**src/rtl/ssf_pkg.sv**
```systemverilog
// Purpose: shared constants for the scan status flag block
// Assumes: 40 MHz system clock, AXI4-Lite register access
// Notes:   bit positions, register offsets, timing and error codes
package ssf_pkg;

    // clock rate and time base figures
    localparam int CLK_KHZ          = 40000;
    localparam int FAST_HALF_MS     = 500;
    localparam int SLOW_HALF_MS     = 30000;
    localparam int FAST_HALF_CYCLES = FAST_HALF_MS * CLK_KHZ;
    localparam int SLOW_PER_FAST    = SLOW_HALF_MS / FAST_HALF_MS;

    // system status byte bit positions
    localparam int ST_ALWAYS_ON = 0;
    localparam int ST_FIRST     = 1;
    localparam int ST_RET_LOSS  = 2;
    localparam int ST_PWR_RUN   = 3;
    localparam int ST_SLOW      = 4;
    localparam int ST_FAST      = 5;
    localparam int ST_TOGGLE    = 6;
    localparam int ST_MODE      = 7;

    // instruction error byte bit positions
    localparam int ER_ZERO     = 0;
    localparam int ER_OVERFLOW = 1;
    localparam int ER_NEGATIVE = 2;
    localparam int ER_DIV_ZERO = 3;
    localparam int ER_TBL_FULL = 4;
    localparam int ER_TBL_EMPT = 5;
    localparam int ER_BAD_BCD  = 6;
    localparam int ER_BAD_CHAR = 7;

    // reset values
    localparam logic [7:0]  STATUS_RST  = 8'h01;
    localparam logic [7:0]  ERROR_RST   = 8'h00;
    localparam logic [15:0] COMPILE_RST = 16'h0000;
    localparam logic [1:0]  CTRL_RST    = 2'h0;

    // compile error code range
    localparam logic [15:0] COMPILE_BASE = 16'h0080;
    localparam logic [4:0]  COMPILE_LAST = 5'h16;

    // register map, byte addresses
    localparam int          AXI_ADDR_W   = 4;
    localparam logic [3:0]  OFS_STATUS   = 4'h0;
    localparam logic [3:0]  OFS_ERROR    = 4'h4;
    localparam logic [3:0]  OFS_COMPILE  = 4'h8;
    localparam logic [3:0]  OFS_CTRL     = 4'hc;

    // control register fields
    localparam int CTRL_FREEZE  = 0;
    localparam int CTRL_CLR_CMP = 1;

    // bus responses
    localparam logic [1:0] RESP_OKAY   = 2'h0;
    localparam logic [1:0] RESP_DECERR = 2'h3;

endpackage

```
**src/rtl/ssf_flags.sv**
```systemverilog
// Purpose: system status byte, instruction error byte, compile error code
// Assumes: scan_end and event inputs are single-cycle pulses synchronous
//          to clk; registers reached over AXI4-Lite
// Notes:   status byte is loaded only on scan_end; time bases run unless the control freeze bit is set
//
// The implementer's own choices: the placing of the registers and register access over AXI4-Lite.
`timescale 1ns/1ps

////////////////////////////////////////////////////////////////////////////
module ssf_flags #(
    parameter int FAST_CYCLES = ssf_pkg::FAST_HALF_CYCLES,
    parameter int SLOW_HALVES = ssf_pkg::SLOW_PER_FAST
) (
    // clock and reset
    input  wire logic                          clk,
    input  wire logic                          reset,
    // scan sequencing
    input  wire logic                          scan_end,
    input  wire logic                          run_entry,
    input  wire logic                          run_from_power_up,
    input  wire logic                          retentive_lost,
    input  wire logic                          mode_run,
    // instruction execution
    input  wire logic                          exec_valid,
    input  wire logic [7:0]                    exec_mask,
    input  wire logic [7:0]                    exec_flags,
    input  wire logic [15:0]                   exec_result,
    input  wire logic                          exec_signed,
    // program download compiler
    input  wire logic                          compile_fault,
    input  wire logic [4:0]                    compile_rule,
    input  wire logic                          download_start,
    output logic                               download_abort,
    // flag values to the program engine
    output logic [7:0]                         system_status_byte,
    output logic [7:0]                         instruction_error_byte,
    output logic [15:0]                        compile_code,
    // axi4-lite slave
    input  wire logic [ssf_pkg::AXI_ADDR_W-1:0] s_axi_awaddr,
    input  wire logic                          s_axi_awvalid,
    output logic                               s_axi_awready,
    input  wire logic [31:0]                   s_axi_wdata,
    input  wire logic [3:0]                    s_axi_wstrb,
    input  wire logic                          s_axi_wvalid,
    output logic                               s_axi_wready,
    output logic [1:0]                         s_axi_bresp,
    output logic                               s_axi_bvalid,
    input  wire logic                          s_axi_bready,
    input  wire logic [ssf_pkg::AXI_ADDR_W-1:0] s_axi_araddr,
    input  wire logic                          s_axi_arvalid,
    output logic                               s_axi_arready,
    output logic [31:0]                        s_axi_rdata,
    output logic [1:0]                         s_axi_rresp,
    output logic                               s_axi_rvalid,
    input  wire logic                          s_axi_rready
);
    import ssf_pkg::*;

    localparam int FW = $clog2(FAST_CYCLES + 1);
    localparam int SW = $clog2(SLOW_HALVES + 1);
    localparam logic [FW-1:0] FAST_LAST = FW'(FAST_CYCLES - 1);
    localparam logic [SW-1:0] SLOW_LAST = SW'(SLOW_HALVES - 1);

    // refuse time bases the counters cannot serve
    if (FAST_CYCLES < 1 || SLOW_HALVES < 1) begin : g_bad_param
        $error("time base counts must be at least one");
    end

    ////////////////////////////////////////////////////////////////////////
    // state
    logic [7:0]    status_q;
    logic [7:0]    status_d;
    logic [7:0]    error_q;
    logic [7:0]    error_d;
    logic [15:0]   compile_q;
    logic [15:0]   compile_d;
    logic [1:0]    ctrl_q;
    logic          abort_q;
    logic          first_pend_q;
    logic          ret_pend_q;
    logic          pwr_pend_q;
    logic [FW-1:0] fast_cnt_q;
    logic [SW-1:0] slow_cnt_q;
    logic          fast_q;
    logic          slow_q;

    ////////////////////////////////////////////////////////////////////////
    // time bases: half-second wave and thirty-second wave
    wire tb_run    = !ctrl_q[CTRL_FREEZE];
    wire fast_wrap = tb_run && (fast_cnt_q == FAST_LAST);
    wire slow_wrap = fast_wrap && (slow_cnt_q == SLOW_LAST);

    always_ff @(posedge clk) begin
        if (reset) begin
            fast_cnt_q <= '0;
            slow_cnt_q <= '0;
            fast_q     <= 1'b0;
            slow_q     <= 1'b0;
        end else if (tb_run) begin
            fast_cnt_q <= fast_wrap ? '0 : fast_cnt_q + 1'b1;
            if (fast_wrap) begin
                fast_q     <= !fast_q;
                slow_cnt_q <= slow_wrap ? '0 : slow_cnt_q + 1'b1;
            end
            if (slow_wrap) begin
                slow_q <= !slow_q;
            end
        end
    end

    ////////////////////////////////////////////////////////////////////////
    // one-scan event capture; a new event on scan_end waits for next scan
    // first scan armed by run entry
    // retentive loss held to next scan
    // power-up run held to next scan
    always_ff @(posedge clk) begin
        if (reset) begin
            first_pend_q <= 1'b0;
            ret_pend_q   <= 1'b0;
            pwr_pend_q   <= 1'b0;
        end else begin
            first_pend_q <= run_entry || (first_pend_q && !scan_end);
            ret_pend_q   <= retentive_lost || (ret_pend_q && !scan_end);
            pwr_pend_q   <= (run_entry && run_from_power_up)
                            || (pwr_pend_q && !scan_end);
        end
    end

    ////////////////////////////////////////////////////////////////////////
    // next system status byte
    // constant one
    always_comb begin
        status_d               = status_q;
        status_d[ST_ALWAYS_ON] = 1'b1;
        status_d[ST_FIRST]     = first_pend_q;
        status_d[ST_RET_LOSS]  = ret_pend_q;
        status_d[ST_PWR_RUN]   = pwr_pend_q;
        status_d[ST_SLOW]      = slow_q;
        status_d[ST_FAST]      = fast_q;
        status_d[ST_TOGGLE]    = !status_q[ST_TOGGLE];
        status_d[ST_MODE]      = mode_run;
    end

    always_ff @(posedge clk) begin
        if (reset) begin
            status_q <= STATUS_RST;
        end else if (scan_end) begin
            status_q <= status_d;
        end
    end

    ////////////////////////////////////////////////////////////////////////
    // instruction error byte: masked bits take the instruction's outcome
    wire       res_zero = (exec_result == 16'h0000);
    wire       res_neg  = exec_signed && exec_result[15];
    wire [7:0] exec_val;

    assign exec_val = {exec_flags[ER_BAD_CHAR], exec_flags[ER_BAD_BCD],
                       exec_flags[ER_TBL_EMPT], exec_flags[ER_TBL_FULL],
                       exec_flags[ER_DIV_ZERO], res_neg,
                       exec_flags[ER_OVERFLOW], res_zero};

    assign error_d = (error_q & ~exec_mask) | (exec_val & exec_mask);

    always_ff @(posedge clk) begin
        if (reset) begin
            error_q <= ERROR_RST;
        end else if (exec_valid) begin
            error_q <= error_d;
        end
    end

    ////////////////////////////////////////////////////////////////////////
    // compile error reporting
    wire rule_ok  = (compile_rule <= COMPILE_LAST);
    wire cmp_set  = compile_fault && rule_ok;
    logic cmp_clr;

    // code is base plus rule index
    // a set outranks a clear in the same cycle
    always_comb begin
        compile_d = compile_q;
        if (cmp_clr) begin
            compile_d = COMPILE_RST;
        end
        if (cmp_set) begin
            compile_d = COMPILE_BASE + {11'h000, compile_rule};
        end
    end

    always_ff @(posedge clk) begin
        if (reset) begin
            compile_q <= COMPILE_RST;
            abort_q   <= 1'b0;
        end else begin
            compile_q <= compile_d;
            abort_q   <= cmp_set;
        end
    end

    ////////////////////////////////////////////////////////////////////////
    // axi4-lite write channel: address and data taken in either order
    logic                  aw_have_q;
    logic                  w_have_q;
    logic [AXI_ADDR_W-1:0] aw_addr_q;
    logic [31:0]           w_data_q;
    logic [3:0]            w_strb_q;
    logic                  bvalid_q;
    logic [1:0]            bresp_q;

    wire aw_take  = s_axi_awvalid && s_axi_awready;
    wire w_take   = s_axi_wvalid && s_axi_wready;
    wire wr_fire  = aw_have_q && w_have_q && !bvalid_q;
    wire wr_ctrl  = wr_fire && (aw_addr_q == OFS_CTRL) && w_strb_q[0];
    wire wr_known = (aw_addr_q == OFS_STATUS) || (aw_addr_q == OFS_ERROR)
                    || (aw_addr_q == OFS_COMPILE) || (aw_addr_q == OFS_CTRL);

    assign s_axi_awready = !aw_have_q && !bvalid_q;
    assign s_axi_wready  = !w_have_q && !bvalid_q;
    assign cmp_clr       = (wr_ctrl && w_data_q[CTRL_CLR_CMP])
                           || download_start;

    always_ff @(posedge clk) begin
        if (reset) begin
            aw_have_q <= 1'b0;
            w_have_q  <= 1'b0;
            aw_addr_q <= '0;
            w_data_q  <= 32'h0000_0000;
            w_strb_q  <= 4'h0;
            bvalid_q  <= 1'b0;
            bresp_q   <= RESP_OKAY;
        end else begin
            if (aw_take) begin
                aw_have_q <= 1'b1;
                aw_addr_q <= s_axi_awaddr;
            end
            if (w_take) begin
                w_have_q <= 1'b1;
                w_data_q <= s_axi_wdata;
                w_strb_q <= s_axi_wstrb;
            end
            if (wr_fire) begin
                aw_have_q <= 1'b0;
                w_have_q  <= 1'b0;
                bvalid_q  <= 1'b1;
                bresp_q   <= wr_known ? RESP_OKAY : RESP_DECERR;
            end else if (bvalid_q && s_axi_bready) begin
                bvalid_q <= 1'b0;
            end
        end
    end

    // control register: freeze bit is stored, clear bit self-clears
    always_ff @(posedge clk) begin
        if (reset) begin
            ctrl_q <= CTRL_RST;
        end else if (wr_ctrl) begin
            ctrl_q[CTRL_FREEZE] <= w_data_q[CTRL_FREEZE];
        end
    end

    ////////////////////////////////////////////////////////////////////////
    // axi4-lite read channel: one cycle from address to data
    logic        rvalid_q;
    logic [31:0] rdata_q;
    logic [1:0]  rresp_q;
    logic [31:0] rd_word;
    logic        rd_known;

    wire ar_take = s_axi_arvalid && s_axi_arready;
    assign s_axi_arready = !rvalid_q;

    // read decode
    always_comb begin
        rd_known = 1'b1;
        unique case (s_axi_araddr)
            OFS_STATUS:  rd_word = {24'h000000, status_q};
            OFS_ERROR:   rd_word = {24'h000000, error_q};
            OFS_COMPILE: rd_word = {16'h0000, compile_q};
            OFS_CTRL:    rd_word = {31'h00000000, ctrl_q[CTRL_FREEZE]};
            default: begin
                rd_word  = 32'h0000_0000;
                rd_known = 1'b0;
            end
        endcase
    end

    always_ff @(posedge clk) begin
        if (reset) begin
            rvalid_q <= 1'b0;
            rdata_q  <= 32'h0000_0000;
            rresp_q  <= RESP_OKAY;
        end else if (ar_take) begin
            rvalid_q <= 1'b1;
            rdata_q  <= rd_word;
            rresp_q  <= rd_known ? RESP_OKAY : RESP_DECERR;
        end else if (rvalid_q && s_axi_rready) begin
            rvalid_q <= 1'b0;
        end
    end

    ////////////////////////////////////////////////////////////////////////
    // outputs
    assign s_axi_bvalid           = bvalid_q;
    assign s_axi_bresp            = bresp_q;
    assign s_axi_rvalid           = rvalid_q;
    assign s_axi_rdata            = rdata_q;
    assign s_axi_rresp            = rresp_q;
    assign download_abort         = abort_q;
    assign system_status_byte     = status_q;
    assign instruction_error_byte = error_q;
    assign compile_code           = compile_q;

endmodule

```
**config.mk**
```make
export PLATFORM = sky130hd
export DESIGN_NAME = ssf_flags
export DESIGN_NICKNAME = d
export VERILOG_FILES = /design/src/rtl/ssf_pkg.sv /design/src/rtl/ssf_flags.sv
export SDC_FILE = /design/constraint.sdc
export NUM_CORES = 1
export LEC_CHECK = 0
export BUFFER_PORTS_ARGS = -buffer_cell sky130_fd_sc_hd__clkbuf_2
export CAP_MARGIN = 20
export CELL_PAD_IN_SITES_DETAIL_PLACEMENT = 0
export CELL_PAD_IN_SITES_GLOBAL_PLACEMENT = 2
export CORE_MARGIN = 8
export CORE_UTILIZATION = 26
export DETAILED_ROUTE_END_ITERATION = 10
export GPL_TIMING_DRIVEN = 0
export HOLD_SLACK_MARGIN = 0.12
export PLACE_DENSITY_LB_ADDON = 0.15
export REMOVE_ABC_BUFFERS = 1
export SKIP_LAST_GASP = 1
export SLEW_MARGIN = 40
export SYNTH_ARGS = -nofsm -noshare
export SYNTH_HDL_FRONTEND = slang
export SYNTH_SLANG_ARGS = --single-unit
```
**constraint.sdc**
```tcl
create_clock -name clk -period 2.45 [get_ports clk]
set_clock_uncertainty 0.1 [all_clocks]
set_input_delay 0.6125 -clock clk [delete_from_list [all_inputs] [get_ports clk]]
set_output_delay 0.6125 -clock clk [all_outputs]
set_load 0.05 [all_outputs]
```
==> qor.csv <==
metric,value,unit
grt_pass1_vias,3054,
cp.arrival,2320,ps
cellPowerDensity,683.8,nW/µm²
cp-startpoint,fast_cnt_q[0],
vdd_ir_drop_max,0.2787,mV
cts.path.max_buffers,2,
grt_setup_unrepaired,false,
grt_max_degree,64,
overflow,0,
grt_pass1_wl,15810,µm
reg2reg_to,fast_cnt_q[16],
syn-instance-count,442,
io_buffers,100,
clk_pin_slew_worst_paths,60,ps
cts_hold_buf,0,
synth.largest_area_cell,dfxtp_1,
drt.antenna.violating_nets,0,
track_usage,0.1096,
die_area,18560,µm²
setup-tns-final,0,ps
drt-total-wl,10100,µm
coreArea,14310,µm²
reg2reg_slack,270,ps
place_area,4234,µm²
synth-edff-count,0,
total_power,3.092,mW
power_leakage,1.873,nW
setup_violations,0,
post-synth-top-count-cell,dfxtp_1,
wl_per_cell,14.11,µm
ioPinCount,171,
synthFlopType,dfxtp_1,
status,"complete, no violations",
reg2reg_from,fast_cnt_q[0],
vias,3217,
cts.htree.levels,3,
cts_tree,done,
hp-class,input pin to register,
ys.warnings.count,0,
die_h,136.2,µm
drv_slew,0,
synth.cell_area,3759,µm²
yosysTopAreaCellShare,0.4261,
drive_gt1_frac,0.2350,
root_buffer,clkbuf_16,
cts.repair.resized,0,
die-width,136.2,µm
period_minus_slack,2176,ps
ff2ff_path_depth,6,
ys_ff_latch,80,
num_antenna_cells,0,
maxCapViolations,0,
fin_crit_sh,0.8880,
crit_path_start_kind,register,
drtIter0Drc,138,
synthArstFlopShare,0,
fin_nets,626,
cp-end-kind,register,
drc_errors,0,
clk_latency,330,ps
initial_core_util,0.2626,
ys_seq_area_frac,0.4261,
first_pass_iters,5,
tightestPinTransition,766.2,ps
cts_buffers,9,
worst_ep_required_time,2600,ps
synthTopCellsByCount,"dfxtp_1, nor2_1, nand2_1",
crit_path_end,fast_cnt_q[16],
maxSlewHeadroom,0.4892,
final_hold_viol_count,0,
gp_congestion,0.7158,
critical_path_class,register to register,
worstHoldStart,s_axi_rready,
fmax,459.7,MHz
dp_hpwl,7625,µm
final_area,4522,µm²
rows,44,
vias_per_cell,4.493,
syn_to_final_growth,20.31,%
syn_avg_cell_area,8.504,µm²
cp_max_fo,9,
clock-sinks,80,
synth_area_leaders,"dfxtp_1, buf_4, nor2_1",
synth_cell_types,49,
cts_setup_buffers,0,
antenna_found_initial,0,
[state kept, by name, indices dropped and copies added (netlist names), named ones only]
name                count
s_axi_rvalid            1
w_have_q                1
slow_q                  1
w_strb_q                1
ret_pend_q              1
slow_cnt_q              6
download_abort          1
first_pend_q            1
compile_code            6
w_data_q                2
fast_q                  1
s_axi_bresp             1
pwr_pend_q              1
s_axi_bvalid            1
s_axi_rdata             8
s_axi_rresp             1
system_status_byte      7
ctrl_q                  1
fast_cnt_q             25
aw_addr_q               4
aw_have_q               1
[stage by stage]
step,util,instances,setup WS (ps),hold WS (ps)
finish,0.3159,716,274.5,353.6
global route,0.3159,716,94.02,343.2
global placement,0.2956,700,-213.9,357.8
floorplan,-,416,381.0,343.0
detailed placement,0.2958,700,79.75,364.7
CTS,0.3157,716,57.65,340.6
[layer usage]
layer  up-vias  wire (µm)  GRT usage
met5         -          0          0
met4         0        142    0.05125
met3        11        551    0.02402
met2        73       4886     0.1823
met1      1501       4520     0.1318
li1       1632          -          -
[layout by cell type, fill, tap and decap left out, types with 7 or more instances in the layout]
master      n
o21ai_0    13
clkbuf_16   9
mux2i_1    22
xnor2_1     8
nor2_1     65
nand2_1    40
xor2_1     10
nand4_1     9
nor4_1      7
dfxtp_1    80
clkbuf_2   99
conb_1     35
nand3_1    20
a21oi_1    30
[how the worst min path moves through the flow]
stage                    end  cells past startpoint  slack (ps)
5_1_grt         s_axi_rvalid                      2         340
3_3_place_gp   slow_cnt_q[1]                      2         360
4_1_cts         s_axi_rvalid                      2         340
6_report        s_axi_rvalid                      2         350
3_5_place_dp        register                      2         360
2_1_floorplan  slow_cnt_q[5]                      1         340
[critical path, stage by stage (launching register included)]
cell	delay, ps
dfxtp_1	370
ha_1	170
and4b_1	290
and4_1	450
nand2b_2	150
or4_1	410
a21oi_1	150
[cell type report]
cell class / count / area (µm²)
well taps: 184 / 230.2
multi-input cells: 331 / 1883
inverters: 5 / 18.77
fillers: 1551 / 9792
repair buffers: 100 / 503.0
flip-flops and latches: 80 / 1602
clock inverters: 3 / 15.01
clock buffers: 13 / 270.3
[power breakdown]
group	internal (mW)	switching (mW)
clock network	0.765	0.517
registers	1.34	0.0316
logic	0.105	0.331
total	2.21	0.879
[cell families (layout without fill, tap and decap cells)]
| family | count (synthesis) | after routing | share of synthesized area |
|---|---|---|---|
| mux | 22 | 22 | 0.05859 |
| simple gates | 186 | 186 | 0.2463 |
| xor+xnor | 18 | 18 | 0.04194 |
| fa+ha+maj | 2 | 2 | 0.006657 |
| other cells | 2 | 35 | 0.001998 |
| compound gates | 68 | 68 | 0.1119 |
| buf+inv | 64 | 121 | 0.1065 |
| flops | 80 | 80 | 0.4261 |
No activity file was read; power rests on OpenSTA's default activity.
